`src/counter_array_pkg.sv`:
```
package counter_array_pkg;

  // Register addresses on the special-function-register bus.
  localparam logic [7:0] ADDR_ARRAY_MODE    = 8'hd9;
  localparam logic [7:0] ADDR_CH0_MODE      = 8'hda;
  localparam logic [7:0] ADDR_PWM_CYCLE_CFG = 8'hdf;
  localparam logic [7:0] ADDR_COUNT_LOW     = 8'hf9;
  localparam logic [7:0] ADDR_COUNT_HIGH    = 8'hfa;
  localparam logic [7:0] ADDR_CH0_CMP_LOW   = 8'hfb;
  localparam logic [7:0] ADDR_CH0_CMP_HIGH  = 8'hfc;

  // Field positions.
  localparam int BIT_RELOAD_SEL   = 7;
  localparam int BIT_COV_IRQ_EN   = 6;
  localparam int BIT_COV_FLAG     = 5;
  localparam int BIT_WATCHDOG_EN  = 6;
  localparam int BIT_WIDE_PWM     = 7;
  localparam int BIT_PWM_EN       = 1;

  // Reset values.
  localparam logic [7:0]  RST_BYTE        = 8'h00;
  localparam logic [15:0] RST_WORD        = 16'h0000;
  localparam logic        RST_WATCHDOG_EN = 1'b1;

  localparam logic [1:0] CYCLE_LEN_8BIT = 2'h0;
  localparam logic [3:0] CYCLE_BASE = 4'h8;

endpackage : counter_array_pkg

```
`src/channel_bank_if.sv`:
```
`timescale 1ns/1ps
interface channel_bank_if;
  logic        wr_low;
  logic        wr_high;
  logic        sel_reload;
  logic [7:0]  wdata;
  logic        reload_now;
  logic [15:0] cmp;
  logic [15:0] rld;

  modport ctrl (output wr_low, output wr_high, output sel_reload, output wdata,
                output reload_now, input cmp, input rld);
  modport bank (input wr_low, input wr_high, input sel_reload, input wdata,
                input reload_now, output cmp, output rld);
endinterface : channel_bank_if

```
`src/channel_compare_bank.sv`:
```
`timescale 1ns/1ps
module channel_compare_bank
  import counter_array_pkg::*;
(
  // Clock and reset
  input wire logic          sys_clk,
  input wire logic          resetn,
  // Control side
  channel_bank_if.bank      bus
);

  typedef struct packed {
    logic [15:0] cmp;
    logic [15:0] rld;
  } bank_state_t;

  bank_state_t state_r;
  bank_state_t state_nxt;

  always_comb
  begin
    state_nxt = state_r;
    if (bus.reload_now)
    begin
      state_nxt.cmp = state_r.rld;
    end
    if (bus.sel_reload)
    begin
      if (bus.wr_low)
      begin
        state_nxt.rld[7:0] = bus.wdata;
      end
      if (bus.wr_high)
      begin
        state_nxt.rld[15:8] = bus.wdata;
      end
    end
    else
    begin
      if (bus.wr_low)
      begin
        state_nxt.cmp[7:0] = bus.wdata;
      end
      if (bus.wr_high)
      begin
        state_nxt.cmp[15:8] = bus.wdata;
      end
    end
  end

  always_ff @(posedge sys_clk or negedge resetn)
  begin
    if (!resetn)
    begin
      state_r <= '{cmp: RST_WORD, rld: RST_WORD};
    end
    else
    begin
      state_r <= state_nxt;
    end
  end

  assign bus.cmp = state_r.cmp;
  assign bus.rld = state_r.rld;

endmodule : channel_compare_bank

```
`src/counter_array_pwm_config.sv`:
```
// Overview of operation
// Reload-bank select steers compare addresses to compare or auto-reload registers.
// Auto-reload values act only for channels in 9 to 11-bit PWM.
// Cycle-overflow flag raises the interrupt only while its enable is set.
// Cycle-overflow flag sets on overflow at the selected bit 8 to 11.
// Flag set by hardware or by writing 1; only software clears it.
// Cycle-length select 00..11 gives 8, 9, 10 or 11-bit cycles.
// A channel in 16-bit PWM ignores cycle-length select and uses full width.
// Counter is 16 bits, low and high bytes at own addresses, reset zero.
// High-byte read returns a snapshot loaded when the low byte is read.
// Counter writes are ignored while the watchdog is enabled.
// Channel 0 mode register: eight read-write bits resetting to zero.
// Watchdog enable bit turns channel 2 into the watchdog; clear disables it.
// Wide PWM enable selects 16-bit PWM, cleared selects 8 to 11-bit.
// In 9 to 11-bit PWM, reload copies into compare at each cycle overflow.
`timescale 1ns/1ps
module counter_array_pwm_config
  import counter_array_pkg::*;
(
  // Clock and reset
  input  wire logic        sys_clk,
  input  wire logic        resetn,
  // Special-function-register bus
  input  wire logic [7:0]  sfr_addr,
  input  wire logic [7:0]  sfr_wdata,
  input  wire logic        sfr_wr,
  input  wire logic        sfr_rd,
  output logic      [7:0]  sfr_rdata,
  // Counter timebase
  input  wire logic        count_tick,
  // Status towards the rest of the counter array
  output logic             irq_request,
  output logic             watchdog_active,
  output logic [15:0]      counter_value,
  output logic [15:0]      ch0_compare,
  output logic [4:0]       ch0_cycle_bits,
  output logic             ch0_wide_pwm
);

  // Every register of the block except the channel 0 compare and reload banks lives in this one record, so the reset
  // branch and the clocked update stay in step when a field is added.
  typedef struct packed {
    logic [15:0] count;
    logic [7:0]  snapshot;
    logic [7:0]  ch0_mode;
    logic        reload_bank_select;
    logic        cycle_overflow_irq_enable;
    logic        cycle_overflow_flag;
    logic [1:0]  cycle_length_select;
    logic        watchdog_enable;
    logic [7:0]  rdata;
  } top_state_t;

  top_state_t state_r;
  top_state_t state_nxt;

  channel_bank_if ch0_if ();

  channel_compare_bank i_channel_compare_bank (
    .sys_clk (sys_clk),
    .resetn  (resetn),
    .bus     (ch0_if.bank)
  );

  logic        wr_count_low;
  logic        wr_count_high;
  logic        cycle_wrap;
  logic [10:0] low_mask;
  logic        ch0_pwm_on;
  logic        ch0_short_pwm;

  always_comb
  begin
    // Mask of counter bits that must all be ones for the cycle to wrap.
    // Wide channels never use this mask for their own cycle.
    case (state_r.cycle_length_select)
      2'h0:    low_mask = 11'h0ff;
      2'h1:    low_mask = 11'h1ff;
      2'h2:    low_mask = 11'h3ff;
      default: low_mask = 11'h7ff;
    endcase
  end

  // The wrap is seen on the tick that carries the selected bit over, which is
  // the instant the counter leaves the last count of a cycle.
  assign cycle_wrap    = count_tick && ((state_r.count[10:0] & low_mask) == low_mask);
  assign ch0_pwm_on    = state_r.ch0_mode[BIT_PWM_EN];
  assign ch0_wide_pwm  = ch0_pwm_on && state_r.ch0_mode[BIT_WIDE_PWM];
  // Reload acts only for 9 to 11-bit cycles; 8-bit and 16-bit never reload.
  assign ch0_short_pwm = ch0_pwm_on && !state_r.ch0_mode[BIT_WIDE_PWM]
                         && (state_r.cycle_length_select != CYCLE_LEN_8BIT);
  // Counter writes are refused while the watchdog is enabled, so a stray
  // store cannot push a running watchdog away from its timeout.
  assign wr_count_low  = sfr_wr && (sfr_addr == ADDR_COUNT_LOW)
                         && !state_r.watchdog_enable;
  assign wr_count_high = sfr_wr && (sfr_addr == ADDR_COUNT_HIGH)
                         && !state_r.watchdog_enable;

  // Both banks share the same two byte strobes; the bank module steers
  // them with the select bit.
  assign ch0_if.wr_low     = sfr_wr && (sfr_addr == ADDR_CH0_CMP_LOW);
  assign ch0_if.wr_high    = sfr_wr && (sfr_addr == ADDR_CH0_CMP_HIGH);
  assign ch0_if.sel_reload = state_r.reload_bank_select;
  assign ch0_if.wdata      = sfr_wdata;
  assign ch0_if.reload_now = cycle_wrap && ch0_short_pwm;

  always_comb
  begin
    state_nxt = state_r;

    // Byte writes are applied after the increment, so a write wins for its
    // own byte when it meets a tick in the same cycle.
    if (count_tick)
    begin
      state_nxt.count = state_r.count + 16'h0001;
    end
    if (wr_count_low)
    begin
      state_nxt.count[7:0] = sfr_wdata;
    end
    if (wr_count_high)
    begin
      state_nxt.count[15:8] = sfr_wdata;
    end

    if (sfr_wr)
    begin
      if (sfr_addr == ADDR_PWM_CYCLE_CFG)
      begin
        // Bits 4:2 are not stored, so they always read back as zero.
        state_nxt.reload_bank_select        = sfr_wdata[BIT_RELOAD_SEL];
        state_nxt.cycle_overflow_irq_enable = sfr_wdata[BIT_COV_IRQ_EN];
        state_nxt.cycle_overflow_flag       = sfr_wdata[BIT_COV_FLAG];
        state_nxt.cycle_length_select       = sfr_wdata[1:0];
      end
      else if (sfr_addr == ADDR_CH0_MODE)
      begin
        state_nxt.ch0_mode = sfr_wdata;
      end
      else if (sfr_addr == ADDR_ARRAY_MODE)
      begin
        state_nxt.watchdog_enable = sfr_wdata[BIT_WATCHDOG_EN];
      end
    end

    // A hardware overflow in the same cycle as a clearing write still sets the flag.
    if (cycle_wrap)
    begin
      state_nxt.cycle_overflow_flag = 1'b1;
    end

    if (sfr_rd)
    begin
      if (sfr_addr == ADDR_COUNT_LOW)
      begin
        // Freezing the high byte here lets software read a 16-bit value
        // that cannot tear while the counter keeps running.
        state_nxt.rdata    = state_r.count[7:0];
        state_nxt.snapshot = state_r.count[15:8];
      end
      else if (sfr_addr == ADDR_COUNT_HIGH)
      begin
        state_nxt.rdata = state_r.snapshot;
      end
      else if (sfr_addr == ADDR_PWM_CYCLE_CFG)
      begin
        state_nxt.rdata = {state_r.reload_bank_select, state_r.cycle_overflow_irq_enable,
                           state_r.cycle_overflow_flag, 3'h0, state_r.cycle_length_select};
      end
      else if (sfr_addr == ADDR_CH0_MODE)
      begin
        state_nxt.rdata = state_r.ch0_mode;
      end
      else if (sfr_addr == ADDR_ARRAY_MODE)
      begin
        state_nxt.rdata = {1'b0, state_r.watchdog_enable, 6'h00};
      end
      else if (sfr_addr == ADDR_CH0_CMP_LOW)
      begin
        state_nxt.rdata = state_r.reload_bank_select ? ch0_if.rld[7:0]
                                                     : ch0_if.cmp[7:0];
      end
      else if (sfr_addr == ADDR_CH0_CMP_HIGH)
      begin
        state_nxt.rdata = state_r.reload_bank_select ? ch0_if.rld[15:8]
                                                     : ch0_if.cmp[15:8];
      end
      else
      begin
        state_nxt.rdata = RST_BYTE;
      end
    end
  end

  // The watchdog enable comes out of reset set, so the counter stays
  // locked against writes until software clears that bit.
  always_ff @(posedge sys_clk or negedge resetn)
  begin
    if (!resetn)
    begin
      state_r <= '{count: RST_WORD, snapshot: RST_BYTE, ch0_mode: RST_BYTE,
                   reload_bank_select: 1'b0, cycle_overflow_irq_enable: 1'b0,
                   cycle_overflow_flag: 1'b0, cycle_length_select: CYCLE_LEN_8BIT,
                   watchdog_enable: RST_WATCHDOG_EN, rdata: RST_BYTE};
    end
    else
    begin
      state_r <= state_nxt;
    end
  end

  // Read data is registered, so it appears the cycle after the strobe
  // and holds until the next read.
  assign sfr_rdata       = state_r.rdata;
  assign irq_request     = state_r.cycle_overflow_flag && state_r.cycle_overflow_irq_enable;
  assign watchdog_active = state_r.watchdog_enable;
  assign counter_value   = state_r.count;
  assign ch0_compare     = ch0_if.cmp;
  // A 16-bit channel always runs on the full counter width.
  assign ch0_cycle_bits  = ch0_wide_pwm ? 5'h10
                                        : {3'h0, state_r.cycle_length_select}
                                          + {1'b0, CYCLE_BASE};

endmodule : counter_array_pwm_config

```
`config.mk`:
```
export PLATFORM = sky130hd
export DESIGN_NAME = counter_array_pwm_config
export DESIGN_NICKNAME = d
export VERILOG_FILES = /design/src/counter_array_pkg.sv /design/src/channel_bank_if.sv /design/src/channel_compare_bank.sv /design/src/counter_array_pwm_config.sv
export SDC_FILE = /design/constraint.sdc
export NUM_CORES = 1
export LEC_CHECK = 0
export BUFFER_PORTS_ARGS = -buffer_cell sky130_fd_sc_hd__buf_2
export CORE_ASPECT_RATIO = 0.5
export CORE_MARGIN = 10
export CORE_UTILIZATION = 45
export CTS_BUF_LIST = sky130_fd_sc_hd__clkbuf_8
export CTS_CLUSTER_DIAMETER = 50
export CTS_CLUSTER_SIZE = 24
export DETAILED_ROUTE_END_ITERATION = 8
export PLACE_DENSITY = 0.75
export REMOVE_ABC_BUFFERS = 1
export SLEW_MARGIN = 20
export SYNTH_ARGS = -nofsm -noshare
export SYNTH_HDL_FRONTEND = slang
export SYNTH_SLANG_ARGS = --single-unit
```
`constraint.sdc`:
```
create_clock -name sys_clk -period 2 [get_ports sys_clk]
set_input_delay 0.2 -clock sys_clk [delete_from_list [all_inputs] [get_ports sys_clk]]
set_output_delay 0.2 -clock sys_clk [all_outputs]
set_load 0.02 [all_outputs]
```
* After elaboration in Yosys (flattened, before gate mapping)
Index checks and enable logic that the tools add are counted. Widths: inputs -> output; s select.
Word-level totals: bits in registers 78, word-level logic and storage cells 79, bits of input ports 21
Cells by class: eq/ne operators 10, multiplexer cells 24, reduce and logical (&&, ||, !) cells 27, add/sub/neg operators 2, bitwise operators 3
Operators with widths (number):
- $mux 8 | 13
- $eq 8x8->1 const B | 7
- $mux 16 | 3
- $pmux 11 s3 | 1
- $add 16x1->16 const B | 1
- $logic_and 1x1->1 | 12
- $and 11x11->11 | 1
- $eq 11x11->1 | 1
- $reduce_and 2->1 | 5
- $reduce_bool 2->1 | 5
- $add 2x4->5 const B | 1
- $mux 5 | 1
- $mux 1 | 4
- $mux 4 | 1
- $reduce_and 4->1 | 1
- $mux 3 | 1
- $reduce_and 3->1 | 1
- $eq 2x1->1 const B | 1
- $eq 2x2->1 const B | 1
- $logic_not 1->1 | 2
- $logic_not 2->1 | 1
- $not 1->1 | 2

* Longest topological paths before layout
Gate-level depths: netlist of run 1.
depth after elaboration 9, gate-level depth with buffers 8, depth with buffers taken out 5

* Cells and area by module
Synthesis of run 1 repeated with hierarchy kept, for this count alone.
Second synthesis, totals: cell total of the unflattened synthesis 386, area total of the unflattened synthesis 4356.7 um^2
Modules (own cells, without submodules):
- counter_array_pwm_config | times used 1, cells an instance 298, area each 2879.0 um^2
- channel_compare_bank | times used 1, cells an instance 88, area each 1477.7 um^2

* Worst setup path after synthesis of run 1
No wires, ideal clock.
path kind reg2reg, from register state_r (netlist bit counter_value[0]), to register i_channel_compare_bank.state_r (netlist bit i_channel_compare_bank.bus.cmp[10]), arrival time 1.659 ns, setup time 0.132 ns, setup slack 0.209 ns, data required time 1.868 ns, cell stages (with the launch flop) 8, path buffers 2, clock period less this slack 1.791 ns, cells stage by stage dfrtp_1 > ha_1 > and3_1 > clkbuf_1 > nand3_1 > clkbuf_1 > o31ai_1 > a31oi_1
RTL lines:
- start: declaration | line counter_array_pwm_config.sv:54 | top_state_t state_r;
- start signal: assignment | line counter_array_pwm_config.sv:201 | state_r <= '{count: RST_WORD, snapshot: RST_BYTE, ch0_mode: RST_BYTE,
- start signal: assignment | line counter_array_pwm_config.sv:208 | state_r <= state_nxt;
- end signal: assignment | line channel_compare_bank.sv:55 | state_r <= '{cmp: RST_WORD, rld: RST_WORD};
- end signal: assignment | line channel_compare_bank.sv:59 | state_r <= state_nxt;
- end: declaration | line channel_compare_bank.sv:17 | bank_state_t state_r;

* Final worst setup path of run 1
from register state_r (netlist bit counter_value[4]), to register state_r (netlist bit counter_value[14])
On the way: cells in the longest elaborated chain, start to end 3
RTL lines:
- $add 16x1->16 | line counter_array_pwm_config.sv:115 | state_nxt.count = state_r.count + 16'h0001;
- $mux 16 | line counter_array_pwm_config.sv:113 | if (count_tick)
- $mux 8 | line counter_array_pwm_config.sv:121 | if (wr_count_high)
Every way passes these cells. The select of a mux whose other input is x is not followed. A chain may end at the register's enable or synchronous reset.

==> results.toml, run 1 <==
[clock_network]
cts_num_sinks = 78
clk_latency_ps = 370
post_cts_resized = 0
htreeDepth = 3
clk_pin_slew_worst_paths_ps = 80
cts_buffers = 9
cts_root_buf = "clkbuf_8"
cts_max_path_buffers = 2
cts_tree = "yes"

[sta]
worst_slew_pin_slew_ps = 612
fin_tns_setup_ps = 0
hold_viol = 0
slew_headroom_pct = 59.2
period_share_pct = 92.7
min_period_ps = 1850
setup_viol = 0
final_max_slew_viol_count = 0
fin_skew_ps = 10.2
rsz0062_at_grt = "no"
fmax_ghz = 0.539

[pwr]
ir_drop_v = 0.000326
p_per_area_nw_per_um2 = 765
leakagePower_uw = 0.00225

[synth]
postSynthCellCount = 439
syn_area_um2 = 4410
ys_seq_area_share_pct = 44.3
synthArstFlopShare_pct = 100
synth-edff-count = 0
synth-seq-cells = 78
ys_types = 54
synthFlopType = "dfrtp_1"
yosys_warnings = 0
avgSynthCellArea_um2 = 10.0

[cells_and_area]
syn_to_final_growth_pct = 13.5
layout_common_cells = "dfrtp_1 (77), buf_2 (66), nor2_1 (35), mux2_2 (34), buf_4 (26)"
design_area_um2 = 5010
nNetsFinal = 512
num_antenna_cells = 0
layout-drive-gt1-share_pct = 30.3
layout_commonest_cell = "dfrtp_1"

[placed_design]
port_buffers = 67
gp_congestion = 0.942
placed_area_um2 = 4830
hpwl_mm = 9.00

[worst_setup_path]
startpoint_type = "register"
cp_slowest_cell = "dfrtp_1"
critPathArrivalTime_ps = 2140
path_max_fanout = 7
cpPeakStageDelay_ps = 520
critPathKind = "reg -> reg"
crit_chain = "nand4_4, or3_4, or3_2, a31oi_1"
crit_required_ps = 2280
cp-end-kind = "register"
rrSetupSlack_ps = 150

[grt]
grt_util_all_layers_pct = 17.1
antenna_found_initial = 0
grt_pass1_vias = 3685
overflow = 0
grt_start_max_net_pins = 41
grt_pass1_wl_mm = 20.1

[worst_hold_path]
hold_class = "in -> reg"

[status]
status = "finished clean"

[die]
die_x_um = 160
die_y_um = 90.0
dieArea_um2 = 14400
io_pins = 69
num_rows = 25
core_um2 = 9510
start_util_pct = 46.4

[drt]
wire_per_inst_um = 20.2
num_vias = 3808
ant_nets = 0
drcViolationCount = 0
drt-initial-drc-count = 420
drtPass1Iterations = 5
totalWireLength_mm = 12.7
vias_per_cell = 6.04

[job]
maxCapViolations = 0
[worst paths after layout]
| kind | start | endpoint | cells past startpoint |
|---|---|---|---|
| setup / recovery | counter_value[4] | counter_value[14] | 4 |
| hold / removal | sfr_wr | state_r[11] | 3 |
| setup reg to reg | counter_value[4] | counter_value[14] | 4 |
| hold reg to reg | state_r[22] | state_r[22] | 2 |
| max in group asynchronous | resetn | counter_value[7] | 3 |
| min in group asynchronous | resetn | state_r[12] | 2 |
[timing repair]
action | CTS | global route
setup buffers | 0 | 0
hold endpoints to repair | 36 | 0
hold buffers | 1 | 0
[cells in the mapped netlist (all sizes together) (2+ instances only)]
cell type	n	share of area, %
and3	2	0.28
o22ai	16	2.3
mux2	34	8.7
or3	3	0.57
nand3	6	0.68
dfrtp	77	44
nor4bb	2	0.45
nand2	16	1.4
nand4b	3	0.74
nor2b	2	0.28
o31ai	18	3.1
mux2i	17	3.9
o21ai	10	1.1
a222oi	2	0.45
nand4	26	4.2
a211o	3	0.60
and2	5	0.71
buf	36	5.5
a21oi	16	1.8
nor3	3	0.34
inv	10	0.85
a221oi	5	0.99
xor2	5	0.99
nor2	36	3.1
nand3b	6	1.0
nand2b	8	1.1
clkbuf	19	1.6
a211oi	6	1.1
nand4bb	2	0.51
xnor2	8	1.6
a31oi	22	3.1
and4	2	0.43
or4	4	0.68
[cells by family after synthesis]
kind of cell	Yosys count	synth area share, %
xor+xnor	13	2.58
flops	78	44.3
fa+ha+maj	1	0.284
mux	51	12.5
buf+inv	65	8.00
compound gates	102	15.3
simple gates	128	16.9
other cells	1	0.0850
[metrics by stage]
stage               setup slack, ps  utilization [%]  total power, uW  instances  hold slack, ps
global route                   79.5             52.7             4010        630             156
floorplan                       156                -             2380        384           -95.6
global placement                252             50.8             2780        613             218
detailed placement              203             50.8             2790        613             224
finish                          146             52.7             3830        630             137
CTS                             160             52.7             3840        630             124
[per-layer routing]
metal  GRT usage (%)  wire length, um
met1            22.2             5550
met2            27.1             6060
met3            3.59              797
met4            6.99              286
met5               0                0
[report_power, final]
part	switching, uW	total (uW)	internal, uW
combinational	522	857	335
clock	586	1060	472
sequential	202	1920	1710
[critical path, delay by kind of cell, from the launching register on]
kind,cells,cell delay (ps)
AND/OR/NAND/NOR,3,1070
flip-flops,1,520
AO/OA/AOI/OAI,1,190
[final cells by class]
cell class	count	area, um^2
clock inverter	6	30.0
multi-input combinational	296	2110
timing repair buffer	95	576
inverter	10	37.5
sequential	78	1950
tap	135	169
fill	842	4500
clock buffer	10	138
[flip-flops by register name, indices dropped and copies added, names as in the netlist]
| name | count |
|---|---|
| ch0_if.sel_reload | 1 |
| ch0_pwm_on | 1 |
| counter_value | 16 |
| i_channel_compare_bank.bus.cmp | 16 |
| i_channel_compare_bank.bus.rld | 16 |
| sfr_rdata | 8 |
| state_r | 19 |
| watchdog_active | 1 |
Power figures use the tool's default switching activity.
==> inputs of run 2 (changes only) <==
Settings changed: BUFFER_PORTS_ARGS -buffer_cell sky130_fd_sc_hd__buf_2 to not set, DONT_BUFFER_PORTS set to 1, PLACE_DENSITY 0.75 to 0.69.
==> run 2 against run 1 <==
Compared with the run above: via count down 5.9%; clock power is 12% higher; non-clock buffer count shrank 50; the flow now finishes with violations (negative hold slack); critical path depth is the same.
==> results.toml, run 2 (synthesized netlist as in run 1, its figures left out) <==
[status]
status = "finished, violations left"
violations = "negative hold slack"

[worst_setup_path]
cp-end-kind = "register"
crit_required_ps = 2290
cpPeakStageDelay_ps = 520
critPathArrivalTime_ps = 2140
startpoint_type = "register"
cp_slowest_cell = "dfrtp_1"
path_max_fanout = 6
critPathKind = "reg -> reg"
crit_chain = "nand4_4, or3_4, or4_1, a31oi_1"

[grt]
overflow = 0
grt_util_all_layers_pct = 17.7
grt_pass1_vias = 3589
antenna_found_initial = 1
grt_pass1_wl_mm = 20.7
grt_start_max_net_pins = 79

[die]
dieArea_um2 = 14400
die_x_um = 160
die_y_um = 90.0
io_pins = 69
num_rows = 25
start_util_pct = 46.4
core_um2 = 9510

[sta]
rsz0062_at_grt = "no"
min_period_ps = 1850
worst_slew_pin_slew_ps = 619
setup_viol = 0
whs_ps = -473
hold_viol = 78
period_share_pct = 92.7
fmax_ghz = 0.539
final_max_slew_viol_count = 0
slew_headroom_pct = 58.7
fin_skew_ps = 8.41
fin_tns_setup_ps = 0

[placed_design]
hpwl_mm = 8.55
port_buffers = 0
dp.cells = 551
gp_congestion = 0.878

[clock_network]
clk_latency_ps = 370
ctsHoldBuffers = 13
post-cts-setup-buffer-count = 0
cts_num_sinks = 78
cts_tree = "yes"
cts_max_path_buffers = 2
clk_pin_slew_worst_paths_ps = 70
post_cts_resized = 0
cts_root_buf = "clkbuf_8"
cts_buffers = 9
htreeDepth = 3

[cells_and_area]
fin_cells = 580
nNetsFinal = 462
syn_to_final_growth_pct = 9.53
layout_commonest_cell = "dfrtp_1"
layout_common_cells = "dfrtp_1 (77), nor2_1 (35), mux2_2 (34), buf_4 (32), nand4_1 (24)"
layout-drive-gt1-share_pct = 19.6
largest_register_ff_count = 19
num_antenna_cells = 0
regMostFlops = "state_r"
nFillCells = 859

[drt]
drt-initial-drc-count = 386
vias_per_cell = 6.18
met1_length_mm = 5.50
dr_wl_met3_mm = 1.02
totalWireLength_mm = 12.7
drcViolationCount = 0
ant_nets = 0
met2WireLength_mm = 5.98
num_vias = 3583
top_layer = "met4"
wire_per_inst_um = 21.9
drtPass1Iterations = 5

[pwr]
ir_drop_v = 0.000329
p_per_area_nw_per_um2 = 812
leakagePower_uw = 0.00202

[job]
maxCapViolations = 0

[worst_hold_path]
hold_class = "in -> async"
## run 2: changes by cell type in the layout (fill, tap and decap cells not counted), sizes merged
cell / previous run / this run
buf: 94 / 32
dlygate4sd3: 1 / 13
clkinv: 2 / 0
bufinv: 0 / 1
clkbuf: 10 / 11
## run 2: final cells by class
class,instances,area [um^2],share of cell area [%]
Multi-Input combinational cell,296,2110,43.6
Sequential cell,78,1950,40.4
Timing Repair Buffer,45,370,7.66
Tap cell,135,169,3.50
Clock buffer,11,151,3.13
Clock inverter,5,45.0,0.932
Inverter,10,37.5,0.777
## run 2: worst paths after layout
path | startpoint | to | slack [ps] | depth (start not counted)
worst max-delay path | counter_value[6] | counter_value[15] | 150 | 4
worst min-delay path | resetn | i_channel_compare_bank.bus.cmp[5] | -470 | 0
worst max register to register | counter_value[6] | counter_value[15] | 150 | 4
worst min register to register | state_r[22] | state_r[22] | 500 | 2
max in group asynchronous | resetn | watchdog_active | 2280 | 0
min in group sys_clk | sfr_wdata[7] | counter_value[7] | 20 | 2
## run 2: critical path, delay by kind of cell, from the launching register on
| family | cells | cell delay (ps) |
|---|---|---|
| AO/OA/AOI/OAI | 1 | 170 |
| flip-flops | 1 | 520 |
| AND/OR/NAND/NOR | 3 | 1090 |
## run 2: metal layers
layer  global-route usage [%]  vias up
met5                        0        -
met4                     5.62        0
met3                     4.87       23
met2                     28.1      147
met1                     22.9     1789
li1                         -     1624
## run 2: metrics by stage
stage	setup WS (ps)	power, uW	instance area, um^2	util [%]
floorplan	156	2380	4100	-
global placement	177	2690	4510	47.4
detailed placement	164	2710	4510	47.4
CTS	144	3940	4830	50.8
global route	66.4	4100	4830	50.8
finish	145	3920	4830	50.8
## run 2: power breakdown
part	total [uW]	switching [uW]	internal, uW
Sequential	1930	215	1710
Combinational	803	456	348
Clock	1190	562	628
==> inputs of run 3 (changes only) <==
Settings changed: SYNTH_HIERARCHICAL set to 1.
==> run 3 against run 2 <==
Compared with the run above: final cell count is 7.4% lower; die area decreased by 1.0%; worst setup slack got worse by 720 ps; clock skew is 3.5 ps higher; largest power group unchanged; total power is 3.2% higher; first-iteration DRC count down 34%; the run ends with negative hold slack, negative setup slack left.
==> results.toml, run 3 <==
[clock_network]
ctsHoldBuffers = 9
cts_tree = "yes"
cts_root_buf = "clkbuf_8"
cts_max_path_buffers = 2
cts_num_sinks = 78
htreeDepth = 3
cts_buffers = 9
clk_latency_ps = 380
clk_pin_slew_worst_paths_ps = 80

[cells_and_area]
nNetsFinal = 419
layout-drive-gt1-share_pct = 31.3
layout_common_cells = "dfrtp_1 (77), mux2_2 (43), buf_4 (30), mux2_4 (27), a21oi_1 (25)"
post-route-util_pct = 51.8
syn_to_final_growth_pct = 12.4
multi_input_area_um2 = 2110
fin_cells = 537
nFillCells = 853
layout_commonest_cell = "dfrtp_1"
largest_register_ff_count = 19
final-seq-area_um2 = 1950
num_antenna_cells = 0
regMostFlops = "state_r"

[sta]
setup_viol = 16
hold_viol = 78
rsz0062_at_grt = "yes"
slew_headroom_pct = 55.2
setup_ws_ps = -572
fmax_ghz = 0.389
worst_slew_pin_slew_ps = 672
fin_skew_ps = 11.9
min_period_ps = 2570
period_share_pct = 129
final_max_slew_viol_count = 0
whs_ps = -480

[grt]
grtUsageMet1_pct = 21.1
gr-usage-met3_pct = 5.14
top_usage_layer = "met2"
grt_util_all_layers_pct = 16.0
grt_start_max_net_pins = 79
overflow = 0
grt_pass1_vias = 2958
met2_usage_pct = 24.5
antenna_found_initial = 0
grt_pass1_wl_mm = 17.7

[synth]
synth_top_area_share_pct = 44.2
synth-seq-cells = 78
yosysMostFrequentCell = "dfrtp_1"
synthFlopType = "dfrtp_1"
synth_common_cells = "dfrtp_1 (77), mux2_2 (50), buf_4 (26)"
yosysTopAreaCell = "dfrtp_1"
ys_types = 44
synthArstFlopShare_pct = 100
postSynthCellCount = 386
synth-edff-count = 0
avgSynthCellArea_um2 = 11.3
syn_area_um2 = 4360
synth.top_cells.by_area = "dfrtp_1 (44%), mux2_2 (13%), mux2_4 (6.9%), buf_4 (4.5%), mux2i_1 (4.1%)"
ys_seq_area_share_pct = 44.8
yosys_warnings = 6

[drt]
num_vias = 3067
totalWireLength_mm = 11.3
drcViolationCount = 0
ant_nets = 0
drtPass1Iterations = 4
wire_per_inst_um = 21.1
vias_per_cell = 5.71
drt-initial-drc-count = 256

[pwr]
total_power_uw = 4050
p_per_area_nw_per_um2 = 826
swShare_pct = 27.8
p_sw_uw = 1120
pwr-share-clk_pct = 36.7
ir_drop_v = 0.000300
comb_power_share_pct = 18.1
leakagePower_uw = 0.00220
power_frac_seq_pct = 45.1
p_int_uw = 2920

[die]
num_rows = 25
die_y_um = 89.6
start_util_pct = 46.1
dieArea_um2 = 14300
core_um2 = 9450
io_pins = 69
die_x_um = 159

[worst_setup_path]
r2r_start = "counter_value[1]"
path_max_fanout = 8
cp-end-kind = "register"
crit_required_ps = 2260
critPathArrivalTime_ps = 2830
worstReg2RegEnd = "i_channel_compare_bank/bus.cmp[8]"
startpoint_type = "register"
critPathKind = "reg -> reg"
rrSetupSlack_ps = -570
rr_worst_depth = 9

[placed_design]
gp_congestion = 0.819
hpwl_mm = 7.85
port_buffers = 0
dp.cells = 507

[job]
maxCapViolations = 0

[worst_hold_path]
hold_class = "in -> async"

[status]
violations = "negative hold slack, negative setup slack"
status = "finished, violations left"
[run 3: area by class of cell]
class | count | area share (%)
Tap cell | 135 | 3.45
Clock inverter | 5 | 2.15
Sequential cell | 78 | 39.9
Clock buffer | 11 | 3.09
Multi-Input combinational cell | 259 | 43.1
Timing Repair Buffer | 42 | 7.77
Inverter | 7 | 0.537
[run 3: worst max-delay path, stage by stage (launching register included)]
cell and delay (ps):
dfrtp_1 360, ha_2 180, nand4_1 110, or2_1 270, a221o_1 330, nor4b_4 280, buf_4 190, clkbuf_16 170
mux2_4 300, mux2_4 250
[run 3: power by group through the flow]
stage	registers [uW]	logic, uW	clock network, uW
floorplan	1990	284	0
global placement	1850	667	0
detailed placement	1860	672	0
CTS	1830	714	1510
global route	1840	791	1570
finish	1830	733	1490
[run 3: logic make-up after synthesis]
group | after synthesis | synth area share (%)
adders and majority gates | 1 | 0.287
and+or+nand+nor | 86 | 10.8
DFF | 78 | 44.8
AOI/OAI and AO/OA | 68 | 9.33
xor gates and xnor gates | 15 | 3.02
other | 1 | 0.0861
buffers and inverters | 49 | 7.73
muxes | 88 | 24.0
[run 3: stage by stage]
| stage | setup TNS (ps) | instance area (um^2) | setup WS, ps | hold slack [ps] |
|---|---|---|---|---|
| floorplan | -41630 | 4050 | -2670 | -95.6 |
| global placement | -7440 | 4460 | -487 | -92.1 |
| detailed placement | -8170 | 4460 | -537 | -93.2 |
| CTS | -7610 | 4810 | -510 | -494 |
| global route | -10460 | 4900 | -670 | -507 |
| finish | -8830 | 4900 | -572 | -480 |
[run 3: worst max-delay path by stage]
stage,cells past startpoint,endpoint,start,slack (ps)
finish,9,i_channel_compare_bank/bus.cmp[8],counter_value[1],-570
global placement,8,i_channel_compare_bank/bus.cmp[4],counter_value[0],-490
floorplan,7,i_channel_compare_bank/bus.cmp[0],counter_value[0],-2670
global route,9,i_channel_compare_bank/bus.cmp[7],counter_value[1],-670
CTS,8,i_channel_compare_bank/bus.cmp[0],counter_value[1],-510
detailed placement,8,i_channel_compare_bank/bus.cmp[4],counter_value[1],-540
[run 3: metal layers]
metal | share of wire (%) | wire (um)
met3 | 8.2 | 929
met2 | 44 | 4960
met4 | 1.4 | 164
met5 | 0 | 0
met1 | 47 | 5280
[run 3: timing repair]
action                                  4_1_cts  5_1_grt
endpoints found under the setup margin       16       16
endpoints found under the hold margin       147       78
gates cloned                                  0        1
pin swaps                                     0        4
buffers inserted                              0        4
resized for setup                             2        8
